--- src/pps_pkg.sv ---
// constants, register map and types of the power path sequencer
package pps_pkg;

  // time base: one tick per millisecond
  localparam int unsigned CLK_HZ    = 50_000_000;
  localparam int unsigned TICK_MS   = 1;
  localparam int unsigned MS_CYCLES = CLK_HZ / 1000 * TICK_MS;
  localparam int          PSW       = 16;
  localparam int          MSW       = 10;

  // reset delay choices and waits, in ms
  localparam int unsigned TRST0_MS = 80;
  localparam int unsigned TRST1_MS = 120;
  localparam int unsigned TRST2_MS = 220;
  localparam int unsigned TRST3_MS = 420;
  localparam int unsigned RETRY_MS = 500;
  localparam int unsigned SOFT_MS  = 10;
  localparam int unsigned HARD_MS  = 50;

  // regulators: two bucks, then three LDOs
  localparam int NREG = 5;
  localparam int NLDO = 3;
  localparam int LDO0 = 2;

  // register port
  localparam int AW = 4;
  localparam int DW = 16;
  localparam logic [AW-1:0] A_BOOT = 4'h0;
  localparam logic [AW-1:0] A_SEQ  = 4'h1;
  localparam logic [AW-1:0] A_DOFF = 4'h2;
  localparam logic [AW-1:0] A_AON  = 4'h3;
  localparam logic [AW-1:0] A_HEN  = 4'h4;
  localparam logic [AW-1:0] A_TEMP = 4'h5;
  localparam logic [AW-1:0] A_CMD  = 4'h6;
  localparam logic [AW-1:0] A_STAT = 4'h7;
  localparam logic [AW-1:0] A_PFC  = 4'h8;

  // field positions
  localparam int B_DLY   = 0;
  localparam int B_RETRY = 2;
  localparam int T_MODE  = 0;
  localparam int T_SET   = 2;
  localparam int T_COOL  = 3;
  localparam int T_NORM  = 6;
  localparam int T_WARM  = 9;
  localparam int T_CHG   = 12;
  localparam int C_SOFT  = 0;
  localparam int C_HARD  = 1;

  // reset values
  localparam logic [1:0]      RST_DLY   = 2'h0;
  localparam logic            RST_RETRY = 1'b0;
  localparam logic [2*NREG-1:0] RST_PTS = 10'h0E4;
  localparam logic [NREG-1:0] RST_DOFF  = 5'h00;
  localparam logic [NLDO-1:0] RST_AON   = 3'h0;
  localparam logic [12:0]     RST_TEMP  = 13'h1000;

  // sense input positions
  localparam int SN_DET    = 0;
  localparam int SN_OVP    = 1;
  localparam int SN_ABAT   = 2;
  localparam int SN_AUV    = 3;
  localparam int SN_SYSUV  = 4;
  localparam int SN_SYSP   = 5;
  localparam int SN_BATP   = 6;
  localparam int SN_SYSBAT = 7;
  localparam int SN_COLL   = 8;
  localparam int SN_TLIM   = 9;
  localparam int SN_TSHDN  = 10;
  localparam int SN_ILIM   = 11;
  localparam int SN_B50    = 12;
  localparam int SN_B20    = 13;
  localparam int SN_TSENSE = 14;
  localparam int SN_PFC    = 18;
  localparam int NIN       = 22;

  // charge timer rate codes
  localparam logic [1:0] TR_FULL  = 2'h0;
  localparam logic [1:0] TR_HALF  = 2'h1;
  localparam logic [1:0] TR_PAUSE = 2'h2;

  typedef enum logic [1:0] {TM_OFF, TM_THERM, TM_ZONE1, TM_ZONE2} pps_tmode_t;
  typedef enum logic [2:0] {
    ST_OFF, ST_SEQ, ST_RETRY, ST_SHUT, ST_RUN, ST_SOFT, ST_HARD
  } pps_state_t;

endpackage

--- src/pps_tmr_if.sv ---
// millisecond timer link between sequencer and its timer
`timescale 1ns/1ns
interface pps_tmr_if;
  import pps_pkg::*;
  logic           restart;
  logic           ms_tick;
  logic [MSW-1:0] elapsed;
  modport ctrl (output restart, input ms_tick, input elapsed);
  modport tmr  (input restart, output ms_tick, output elapsed);
endinterface

--- src/pps_ms_timer.sv ---
// millisecond prescaler and saturating elapsed-time counter
`timescale 1ns/1ns
module pps_ms_timer
  import pps_pkg::*;
#(
  parameter int unsigned TICK_CYCLES = MS_CYCLES
) (
  input  wire logic clock,
  input  wire logic rst_n,
  pps_tmr_if.tmr    tif
);

  // prescaler must fit its counter and give at least two cycles per tick
  if (TICK_CYCLES < 2 || TICK_CYCLES > 2 ** PSW) begin : g_bad_tick
    $error("TICK_CYCLES out of range");
  end

  typedef struct packed {
    logic [PSW-1:0] pre;
    logic           tick;
    logic [MSW-1:0] ms;
  } pps_tmr_t;

  pps_tmr_t q;
  pps_tmr_t d;

  // restart clears both counters so the next tick is a whole ms away
  always_comb begin
    d      = q;
    d.tick = 1'b0;
    if (q.pre == PSW'(TICK_CYCLES - 1)) begin
      d.pre  = '0;
      d.tick = 1'b1;
      if (q.ms != '1) begin
        d.ms = q.ms + 1'b1;
      end
    end else begin
      d.pre = q.pre + 1'b1;
    end
    if (tif.restart) begin
      d = '0;
    end
  end

  // state register
  always_ff @(posedge clock) begin
    if (!rst_n) begin
      q <= '0;
    end else begin
      q <= d;
    end
  end

  assign tif.ms_tick = q.tick;
  assign tif.elapsed = q.ms;

endmodule

--- src/pps_power_path_ctrl.sv ---
// power-on sequencer, load switch and charge control of the power path
//
// Functional notes
// - power function config is read-only; host writes never change it.
// - each regulator starts at 0, 25, 50 or 100 percent of reset delay.
// - two-bit boot delay selects 80, 120, 220 or 420 ms.
// - default-off regulators stay off; host may enable after reset release.
// - always-on LDO stays enabled while system rail or battery present.
// - no valid charger input and system undervoltage: enter off state.
// - retry off and undervoltage in sequencing: shut down, await removal.
// - retry on: recheck undervoltage every 500 ms, then resume sequencing.
// - load switch closed without charger source, open with source.
// - on charger, close load switch when rail falls to battery voltage.
// - below detect threshold external gate follows internal switch.
// - overvoltage lockout alerts host, disables charger, closes switch.
// - input below battery or undervoltage is invalid; close switch.
// - over thermal limit cut charge first; shutdown draws no input.
// - limited below half setting: charge timer at half speed.
// - limited below a fifth of setting: charge timer paused.
// - lower input current limit when charger input collapses.
// - four thermistor comparisons give one of five zones.
// - two selectable default threshold sets for the comparators.
// - separate three-bit fast charge current for each middle zone.
// - thermistor mode charges in two lower middle zones only.
// - zone modes charge in three middle zones; second drops outer termination.
// - mode code 00 off, 01 thermistor, 10 first zone, 11 second zone.
// - soft reset 10 ms low with defaults; hard reset 50 ms full sequence.
`timescale 1ns/1ns
module pps_power_path_ctrl
  import pps_pkg::*;
#(
  parameter int unsigned TICK_CYCLES = MS_CYCLES
) (
  input  wire logic            clock,
  input  wire logic            rst_n,
  input  wire logic [NIN-1:0]  sense_in,
  input  wire logic [AW-1:0]   reg_addr,
  input  wire logic [DW-1:0]   reg_wdata,
  input  wire logic            reg_wr,
  input  wire logic            reg_rd,
  output logic      [DW-1:0]   reg_rdata,
  output logic      [NREG-1:0] reg_en,
  output logic                 sys_reset_n,
  output logic                 load_switch_on,
  output logic                 external_switch_gate,
  output logic                 charger_enable,
  output logic                 input_path_enable,
  output logic                 charge_derate,
  output logic                 input_limit_reduce,
  output logic                 overvoltage_alert,
  output logic      [1:0]      timer_rate,
  output logic      [2:0]      temperature_zone,
  output logic      [2:0]      fast_charge_current,
  output logic                 termination_drop,
  output logic                 threshold_set_select
);

  typedef struct packed {
    logic [NIN-1:0]    s1;
    logic [NIN-1:0]    s2;
    logic [NIN-1:0]    s3;
    logic [NIN-1:0]    f;
    pps_state_t        st;
    logic [MSW-1:0]    seq_ms;
    logic              restart;
    logic [3:0]        pfc;
    logic [1:0]        dly;
    logic              retry;
    logic [2*NREG-1:0] pts;
    logic [NREG-1:0]   doff;
    logic [NREG-1:0]   hen;
    logic [NLDO-1:0]   aon;
    logic [12:0]       temp;
    logic [NREG-1:0]   en;
    logic              rstn;
    logic              lsw;
    logic              gate;
    logic              chg;
    logic              path;
    logic              derate;
    logic              ilim;
    logic              ovalert;
    logic [1:0]        trate;
    logic [2:0]        zone;
    logic [2:0]        ichg;
    logic              drop;
    logic [DW-1:0]     rdata;
  } pps_ctl_t;

  localparam pps_ctl_t RST = '{
    st: ST_SEQ, dly: RST_DLY, retry: RST_RETRY, pts: RST_PTS,
    doff: RST_DOFF, aon: RST_AON, temp: RST_TEMP, restart: 1'b1,
    lsw: 1'b1, default: '0
  };

  pps_ctl_t q;
  pps_ctl_t d;

  pps_tmr_if tif ();

  pps_ms_timer #(
    .TICK_CYCLES (TICK_CYCLES)
  ) u_timer (
    .clock (clock),
    .rst_n (rst_n),
    .tif   (tif.tmr)
  );

  // start point of a regulator within the reset delay
  function automatic logic [MSW-1:0] point_ms(input logic [1:0] code,
                                              input logic [MSW-1:0] t);
    case (code)
      2'h0:    point_ms = '0;
      2'h1:    point_ms = t >> 2;
      2'h2:    point_ms = t >> 1;
      default: point_ms = t;
    endcase
  endfunction

  // reset delay from the boot delay code
  function automatic logic [MSW-1:0] trst_ms(input logic [1:0] sel);
    case (sel)
      2'h0:    trst_ms = MSW'(TRST0_MS);
      2'h1:    trst_ms = MSW'(TRST1_MS);
      2'h2:    trst_ms = MSW'(TRST2_MS);
      default: trst_ms = MSW'(TRST3_MS);
    endcase
  endfunction

  // bit i set means thermistor voltage above threshold i (colder side)
  function automatic logic [2:0] zone_of(input logic [3:0] cmp);
    if (cmp[0]) begin
      zone_of = 3'h0;
    end else if (cmp[1]) begin
      zone_of = 3'h1;
    end else if (cmp[2]) begin
      zone_of = 3'h2;
    end else if (cmp[3]) begin
      zone_of = 3'h3;
    end else begin
      zone_of = 3'h4;
    end
  endfunction

  // whole next-state computation
  always_comb begin
    logic            cv;
    logic            uv;
    logic            tdone;
    logic            cause;
    logic            okz;
    logic [MSW-1:0]  trst;
    logic [NREG-1:0] seq_on;
    logic [2:0]      z;
    cv     = 1'b0;
    uv     = 1'b0;
    tdone  = 1'b0;
    cause  = 1'b0;
    okz    = 1'b0;
    trst   = '0;
    seq_on = '0;
    z      = '0;
    d      = q;

    d.s1 = sense_in;
    d.s2 = q.s1;
    d.s3 = q.s2;
    for (int i = 0; i < NIN; i++) begin
      if (q.s2[i] == q.s3[i]) begin
        d.f[i] = q.s3[i];
      end
    end

    cv = q.f[SN_DET] && !q.f[SN_OVP] && q.f[SN_ABAT] && q.f[SN_AUV];
    uv = q.f[SN_SYSUV];
    trst = trst_ms(q.dly);

    // register writes; command bits are handled with the state machine
    if (reg_wr) begin
      case (reg_addr)
        A_BOOT: begin
          d.dly   = reg_wdata[B_DLY +: 2];
          d.retry = reg_wdata[B_RETRY];
        end
        A_SEQ:  d.pts  = reg_wdata[2*NREG-1:0];
        A_DOFF: d.doff = reg_wdata[NREG-1:0];
        A_AON:  d.aon  = reg_wdata[NLDO-1:0];
        A_HEN: begin
          if (q.st == ST_RUN) begin
            d.hen = reg_wdata[NREG-1:0];
          end
        end
        A_TEMP: d.temp = reg_wdata[12:0];
        default: d.pfc = q.pfc;
      endcase
    end

    // read data stands for the one cycle after the strobe
    d.rdata = '0;
    if (reg_rd) begin
      case (reg_addr)
        A_BOOT: d.rdata = DW'({q.retry, q.dly});
        A_SEQ:  d.rdata = DW'(q.pts);
        A_DOFF: d.rdata = DW'(q.doff);
        A_AON:  d.rdata = DW'(q.aon);
        A_HEN:  d.rdata = DW'(q.hen);
        A_TEMP: d.rdata = DW'(q.temp);
        A_STAT: d.rdata = DW'({q.st, q.zone, cv, q.lsw, q.chg, q.ovalert, q.trate});
        A_PFC:  d.rdata = DW'(q.pfc);
        default: d.rdata = '0;
      endcase
    end

    // waits count from a restart; elapsed is stale while restart is set
    tdone = 1'b0;
    d.restart = 1'b0;
    case (q.st)
      ST_OFF: begin
        // charger insertion wakes the sequencer
        if (cv) begin
          d.st     = ST_SEQ;
          d.seq_ms = '0;
        end
      end
      ST_SEQ: begin
        if (tif.ms_tick && q.seq_ms != '1) begin
          d.seq_ms = q.seq_ms + 1'b1;
        end
        if (uv && !cv) begin
          d.st = ST_OFF;
        end else if (uv && q.retry) begin
          d.st = ST_RETRY;
        end else if (uv) begin
          d.st = ST_SHUT;
        end else if (q.seq_ms >= trst) begin
          d.st = ST_RUN;
        end
      end
      ST_RETRY: begin
        tdone = !q.restart && tif.elapsed >= MSW'(RETRY_MS);
        if (!cv) begin
          d.st = ST_OFF;
        end else if (tdone && !uv) begin
          d.st = ST_SEQ;
        end else if (tdone) begin
          d.restart = 1'b1;
        end
      end
      ST_SHUT: begin
        if (!q.f[SN_DET]) begin
          d.st = ST_OFF;
        end
      end
      ST_RUN: begin
        if (uv && !cv) begin
          d.st = ST_OFF;
        end
      end
      ST_SOFT: begin
        if (!q.restart && tif.elapsed >= MSW'(SOFT_MS)) begin
          d.st = ST_RUN;
        end
      end
      ST_HARD: begin
        if (!q.restart && tif.elapsed >= MSW'(HARD_MS)) begin
          d.st     = ST_SEQ;
          d.seq_ms = '0;
        end
      end
      default: d.st = ST_OFF;
    endcase

    // power commands; hard reset wins over soft
    if (reg_wr && reg_addr == A_CMD && q.st != ST_OFF) begin
      if (reg_wdata[C_HARD]) begin
        d.st = ST_HARD;
      end else if (reg_wdata[C_SOFT] && q.st == ST_RUN) begin
        d.st = ST_SOFT;
      end
    end

    if (d.st != q.st && (d.st == ST_SOFT || d.st == ST_HARD)) begin
      d.dly   = RST_DLY;
      d.retry = RST_RETRY;
      d.pts   = RST_PTS;
      d.doff  = RST_DOFF;
      d.aon   = RST_AON;
      d.temp  = RST_TEMP;
      d.hen   = '0;
    end
    d.restart = d.restart || (d.st != q.st);

    // reset output is released only in normal operation
    d.rstn = (d.st == ST_RUN);

    if (q.st != ST_RUN) begin
      d.pfc = q.f[SN_PFC +: 4];
    end

    for (int r = 0; r < NREG; r++) begin
      seq_on[r] = !q.doff[r] && q.seq_ms >= point_ms(q.pts[2*r +: 2], trst);
    end
    case (q.st)
      ST_SEQ, ST_RETRY: d.en = seq_on;
      ST_RUN, ST_SOFT: d.en = ~q.doff | q.hen;
      default: d.en = '0;
    endcase
    for (int k = 0; k < NLDO; k++) begin
      if (q.aon[k] && (q.f[SN_SYSP] || q.f[SN_BATP])) begin
        d.en[LDO0+k] = 1'b1;
      end
    end

    d.lsw = !cv || q.f[SN_SYSBAT] || q.f[SN_TSHDN];
    d.gate = q.f[SN_DET] ? 1'b0 : d.lsw;
    d.ovalert = q.f[SN_OVP];
    d.derate = q.f[SN_TLIM];
    d.path   = cv && !q.f[SN_TSHDN];
    d.ilim = cv && q.f[SN_COLL];

    // charge timer only slows when the limit or die heat is the cause
    cause = q.f[SN_ILIM] || q.f[SN_TLIM];
    if (cause && q.f[SN_B20]) begin
      d.trate = TR_PAUSE;
    end else if (cause && q.f[SN_B50]) begin
      d.trate = TR_HALF;
    end else begin
      d.trate = TR_FULL;
    end

    z = zone_of(q.f[SN_TSENSE +: 4]);
    d.zone = z;
    // lower termination only in second zone mode
    d.drop = 1'b0;
    case (z)
      3'h1:    d.ichg = q.temp[T_COOL +: 3];
      3'h3:    d.ichg = q.temp[T_WARM +: 3];
      default: d.ichg = q.temp[T_NORM +: 3];
    endcase
    case (pps_tmode_t'(q.temp[T_MODE +: 2]))
      TM_OFF: begin
        okz    = q.temp[T_CHG];
        d.ichg = q.temp[T_NORM +: 3];
      end
      TM_THERM: okz = (z == 3'h1) || (z == 3'h2);
      TM_ZONE1: okz = (z >= 3'h1) && (z <= 3'h3);
      TM_ZONE2: begin
        okz    = (z >= 3'h1) && (z <= 3'h3);
        d.drop = (z == 3'h1) || (z == 3'h3);
      end
      default: okz = 1'b0;
    endcase
    d.chg = okz && d.path;
  end

  // state register; a synchronous reset loads constants only
  always_ff @(posedge clock) begin
    if (!rst_n) begin
      q <= RST;
    end else begin
      q <= d;
    end
  end

  assign tif.restart          = q.restart;
  assign reg_rdata            = q.rdata;
  assign reg_en               = q.en;
  assign sys_reset_n          = q.rstn;
  assign load_switch_on       = q.lsw;
  assign external_switch_gate = q.gate;
  assign charger_enable       = q.chg;
  assign input_path_enable    = q.path;
  assign charge_derate        = q.derate;
  assign input_limit_reduce   = q.ilim;
  assign overvoltage_alert    = q.ovalert;
  assign timer_rate           = q.trate;
  assign temperature_zone     = q.zone;
  assign fast_charge_current  = q.ichg;
  assign termination_drop     = q.drop;
  assign threshold_set_select = q.temp[T_SET];

endmodule

--- config.mk ---
export PLATFORM = sky130hd
export DESIGN_NAME = pps_power_path_ctrl
export DESIGN_NICKNAME = d
export VERILOG_FILES = /design/src/pps_pkg.sv /design/src/pps_tmr_if.sv /design/src/pps_ms_timer.sv /design/src/pps_power_path_ctrl.sv
export SDC_FILE = /design/constraint.sdc
export NUM_CORES = 1
export LEC_CHECK = 0
export BUFFER_PORTS_ARGS = -buffer_cell sky130_fd_sc_hd__buf_2
export CORE_MARGIN = 1
export CORE_UTILIZATION = 40
export CTS_CLUSTER_SIZE = 25
export DETAILED_ROUTE_END_ITERATION = 12
export SLEW_MARGIN = 20
export SYNTH_ARGS = -nofsm -noshare
export SYNTH_HDL_FRONTEND = slang
export SYNTH_SLANG_ARGS = --single-unit
--- constraint.sdc ---
create_clock -name clock -period 3.7 [get_ports clock]
set_input_delay 0.37 -clock clock [delete_from_list [all_inputs] [get_ports clock]]
set_output_delay 0.37 -clock clock [all_outputs]
set_load 0.02 [all_outputs]
# Word-level counts from Yosys, hierarchy flattened
# Cells that the tools add are included.
[word_totals]
elab_cells = 255
out_inout_bits = 39
in_bits = 46
register_bits = 210
[op_classes]
addsub = 3
n_eq_ne = 65
reduce_logical = 75
mux = 44
n_bitwise = 3
order_cmp = 11
[op_table]
columns = ["cell", "n"]
rows = [
  ["$pmux W10 S3", 6],
  ["$pmux W13 S8", 1],
  ["$ge A10 B10 Y1", 6],
  ["$mux W3", 17],
  ["$logic_and A1 B1 Y1", 28],
  ["$pmux W9 S3", 1],
  ["$mux W13", 2],
  ["$eq A1 B1 Y1", 22],
  ["$pmux W3 S7", 1],
  ["$add A10 B1 Y10 const B", 2],
  ["$mux W10", 2],
  ["$ne A10 B10 Y1 const B", 2],
  ["$eq A3 B3 Y1 const B", 6],
  ["$add A16 B1 Y16 const B", 1],
  ["$eq A16 B16 Y1 const B", 1],
  ["$eq A2 B2 Y1 const B", 8],
  ["$eq A4 B3 Y1 const B", 4],
  ["$reduce_and A2 Y1", 8],
  ["$eq A2 B1 Y1 const B", 7],
  ["$logic_not A2 Y1", 7],
  ["$reduce_or A2 Y1", 7],
  ["$eq A3 B2 Y1 const B", 4],
  ["$mux W11", 1],
  ["$ge A10 B4 Y1 const B", 1],
  ["28 further kinds", 56],
]

# Longest topological paths before layout
[depth]
depth_word = 15
depth_mapped = 18
ltp_nobuf = 14

# Cells and area by module
# From an unflattened synthesis, not the netlist that was laid out.
[unflattened]
hier_cells = 1161
hier_area_um2 = 10352.4
[by_module_without_submodules]
columns = ["mod", "instances", "area_each_um2", "cells_each", "seq_area_each_um2"]
rows = [
  ["pps_power_path_ctrl", 1, 9036.2, 1009, 3603.5],
  ["pps_ms_timer", 1, 1316.3, 152, 540.5],
]

# Worst setup path after synthesis
# No wires, ideal clock.
[synth_path]
path_kind = "register to register"
from = "reg q[75] (netlist name)"
to = "reg q[56] (netlist name)"
setup_slack_ps = 276
path_stages_with_launch = 19
arrival_ps = 3309
synth_period_minus_slack_ps = 3424
path_cell_list = "dfxtp_1 -> inv_1 -> ha_1 -> clkbuf_1 -> or2_2 -> clkbuf_1 -> inv_1 -> clkbuf_1 -> ha_1 -> o21ai_0 -> o21ai_0 -> o21ai_0 -> a211oi_1 -> a21boi_1 -> o2111a_1 -> o21ai_2 -> buf_4 -> buf_6 -> nor2_1"
[synth_via]
elab_chain_cells = 15
elab_cells_between_ends = 19
cone_classes = "1 x order compare; 5 x eq/ne; 9 x mux; 4 x reduce/logical"
[synth_lines]
columns = ["element", "line_no", "rtl"]
rows = [
  ["start: declaration", "pps_power_path_ctrl.sv:96", "pps_ctl_t q;"],
  ["start signal: assignment", "pps_power_path_ctrl.sv:359", "q <= RST;"],
  ["start signal: assignment", "pps_power_path_ctrl.sv:361", "q <= d;"],
  ["$eq A2 B2 Y1, or another cell as far along", "pps_power_path_ctrl.sv:122", "case (sel)"],
  ["$pmux W9 S3 *", "pps_power_path_ctrl.sv:122", ""],
  ["$ge A10 B10 Y1 *", "pps_power_path_ctrl.sv:235", "end else if (q.seq_ms >= trst) begin"],
  ["$mux W3 *", "pps_power_path_ctrl.sv:235", ""],
  ["$mux W3 *", "pps_power_path_ctrl.sv:233", "end else if (uv) begin"],
  ["$mux W3 *", "pps_power_path_ctrl.sv:231", "end else if (uv && q.retry) begin"],
  ["$mux W3 *", "pps_power_path_ctrl.sv:229", "if (uv && !cv) begin"],
  ["$pmux W3 S7 *", "pps_power_path_ctrl.sv:217", "case (q.st)"],
  ["$mux W3", "pps_power_path_ctrl.sv:277", "end else if (reg_wdata[C_SOFT] && q.st == ST_RUN) begin"],
  ["$mux W3", "pps_power_path_ctrl.sv:275", "if (reg_wdata[C_HARD]) begin"],
  ["$mux W3 *", "pps_power_path_ctrl.sv:274", "if (reg_wr && reg_addr == A_CMD && q.st != ST_OFF) begin"],
  ["$eq A3 B3 Y1", "pps_power_path_ctrl.sv:282", "if (d.st != q.st && (d.st == ST_SOFT || d.st == ST_HARD)) begin"],
  ["$logic_or A1 B1 Y1", "pps_power_path_ctrl.sv:282", ""],
  ["$logic_and A1 B1 Y1 *", "pps_power_path_ctrl.sv:282", ""],
  ["$reduce_or A2 Y1 (no source line) *", "n/a", ""],
]
# Mark *: on every way between the ends. The rest lies on a longest branch, timed or not.
# A chain may end at the register's enable or synchronous reset.

# Final worst setup path
# Ends and elaborated chain as after synthesis.

==> impl_metrics.ini <==
[detailed_routing]
remaining_drc_errors = 0
drt-initial-drc-count = 398
avgViaCountPerCell = 5.11
wire_per_inst_um = 14.9
drt_first_pass_iters = 5
num_vias = 7757
ant_nets = 0
wl_mm = 22.6

[synth]
synth.area.top_cells = dfxtp_1, ha_1, and2_1
yosysTopAreaCell = dfxtp_1
yosysUniqueCellTypes = 67
synth_top_area_share_pct = 41.8
yosys.cell_count.top_type = dfxtp_1
ys_ff_latch = 207
synth_area_per_cell_um2 = 8.58
netlist_area_um2 = 9920
ys_seq_area_share_pct = 41.8
synth-main-ff-cell = dfxtp_1
synth_edf_count = 0
synthTopCellsByCount = dfxtp_1, nor2_1, nand2_1
yosysWarnings = 0
syn_inst = 1156
async_reset_ff_share_pct = 0

[sta]
skew_ns = 0.0174
finalHoldViolCount = 0
fmax_mhz = 298
hold_slack_ns = 0.0652
post-route-period-util_pct = 90.6
rsz0062_at_grt = no
tns_ns = 0
min_period_ns = 3.35
slew_headroom_pct = 52.7
finalSetupViolCount = 0
drv_slew = 0
tightest_slew_ns = 0.707

[critical_path]
cp_top_family = compound AO/OA/AOI/OAI gates
required_ns = 4.08
slowest_stage = dfxtp_1
max_stage_delay_ns = 0.40
arrival_ns = 3.73
crit_buf_inv = 3
endpoint_kind = flip-flop
cpMostUsedCell = o21ai_0
worst-setup-path-type = reg2reg
critical_path.startpoint_type = flip-flop
critPathMaxFanout = 39
crit_chain = inv_1 -> ha_1 -> or2_2 -> inv_1 -> ha_1 -> o21ai_0 -> o21ai_0 -> o21ai_0 -> a211oi_1 -> a21boi_1 -> o2111a_1 -> o21ai_2 -> buf_12 -> nor2_1

[power_and_ir_drop]
p_leak_nw = 4.45
ir_drop_uv = 363
power_density_nw_per_um2 = 426

[die]
coreArea_um2 = 24300
fp-row-count = 57
die_w_um = 159
io_pins = 85
floorplan.initialDensity_pct = 40.8
die_area_um2 = 25400
die_height_um = 159

[grt]
grt_pass1_vias = 6960
track_usage_pct = 17.6
grt_pass1_wl_mm = 36.6
gr-total-overflow = 0
grt_max_degree = 78
antenna_found_initial = 3

[cells_and_area]
fillers = 2397
syn_to_final_growth_pct = 11.9
n_antenna_cell = 0
drive_gt1_share_pct = 12.2
nNetsFinal = 1287

[placement]
hpwl_mm = 15.8
place_congestion = 0.864
port_buffers = 78

[cts]
cts_tree = yes
post-cts-setup-buffer-count = 0
cts_buffer_depth = 3
cts-resized-gates = 0
cts_buffers = 22
cts_hold_repair.buffers = 0
clkLatencyLatePin_ns = 0.51
root_buffer = clkbuf_16
cts_max_level = 1
cts_num_sinks = 207
clkSlewWorstSetupHoldPaths_ns = 0.06

[status]
status = completed

[worst_hold_path]
min-delay-path-class = in2reg

[run]
maxCapViolations = 0
==> area by class of cell <==
class / instances / area (um^2) / area share, %
clock buffers: 27 / 621 / 5.59
flip-flops and latches: 207 / 4140 / 37.3
repair buffers: 91 / 503 / 4.53
clock inverters: 11 / 116 / 1.05
inverters: 25 / 93.8 / 0.845
well taps: 324 / 405 / 3.65
multi-input cells: 834 / 5220 / 47.0
==> layout by cell type (no fill, tap or decap), types with 4 or more instances in the layout <==
master     netlist  layout
buf_4           30      13
nand2_1        116     116
o211ai_1         9       9
xor2_1          17      17
buf_2            4      77
a211o_1          7       7
o22a_1           8       8
mux2_2           9       9
xnor2_1         15      15
o21ai_0         75      75
dfxtp_1        207     207
a21oi_1         57      57
clkbuf_16        0      23
and2_1          74      74
ha_1            60      60
clkinv_2         0       5
nand2b_1        17      17
o31ai_1          4       4
nor3b_1          5       5
a22oi_1          8       8
o221ai_1         6       6
nand4_1         13      13
inv_1           24      24
nand3_1         40      40
nor2_1         122     122
a21boi_0        27      27
or2_2            4       4
and3_1          11      11
mux2i_1         22      22
nor2b_1         20      20
nor3_1           9       9
a21o_1          15      15
a31oi_1          9       9
a32oi_1          4       4
a211oi_1         9       9
==> final timing paths <==
path,startpoint,to,slack (ns),depth (start not counted)
max reg2reg,q[75],q[56],0.35,14
min,sense_in[13],d[152],0.07,2
min reg2reg,d[151],d[129],0.43,1
max,q[75],q[56],0.35,14
==> sequential cells by signal, summed over array words and instances (netlist names) <==
register and count:
q 97, d 46, u_timer.q 16, reg_rdata 13, u_timer.tif.elapsed 10, reg_en 5, fast_charge_current 3, temperature_zone 3
timer_rate 2, charge_derate 1, charger_enable 1, external_switch_gate 1, input_limit_reduce 1, input_path_enable 1, load_switch_on 1, overvoltage_alert 1
sys_reset_n 1, termination_drop 1, threshold_set_select 1, tif.restart 1, u_timer.tif.ms_tick 1
==> routing by layer <==
| metal | GRT usage [%] | part of all wire, % | wire length [um] |
|---|---|---|---|
| met5 | 0 | 0.11 | 25 |
| met4 | 4.94 | 1.8 | 396 |
| met3 | 3.02 | 5.2 | 1170 |
| met2 | 28.0 | 44 | 10000 |
| met1 | 24.3 | 49 | 11000 |
==> per-stage QoR <==
stage	setup WS (ns)	total power [mW]	std cells	util [%]	instance area (um^2)
2_1_floorplan	0.276	2.50	1158	-	9930
3_3_place_gp	0.433	2.56	1481	42.6	10400
3_5_place_dp	0.374	2.56	1481	42.6	10400
4_1_cts	0.354	4.78	1519	45.6	11100
5_1_grt	0.0701	4.92	1519	45.6	11100
6_report	0.349	4.73	1519	45.6	11100
==> power by group <==
part | internal [mW] | total (mW) | switching, mW
Combinational | 0.0854 | 0.211 | 0.126
Sequential | 2.27 | 2.30 | 0.0291
Clock | 1.33 | 2.21 | 0.883
Total | 3.69 | 4.73 | 1.04
==> kinds of logic after synthesis <==
logic type      count (synthesis)  share of synthesized area [%]
flops                         207                           41.8
simple gates                  450                           22.3
mux                            31                           3.24
other cells                     1                         0.0378
buf+inv                       117                           5.70
fa+ha+maj                      60                           7.57
compound gates                258                           16.6
xor+xnor                       32                           2.83
No activity file was read; power rests on OpenSTA's default activity.
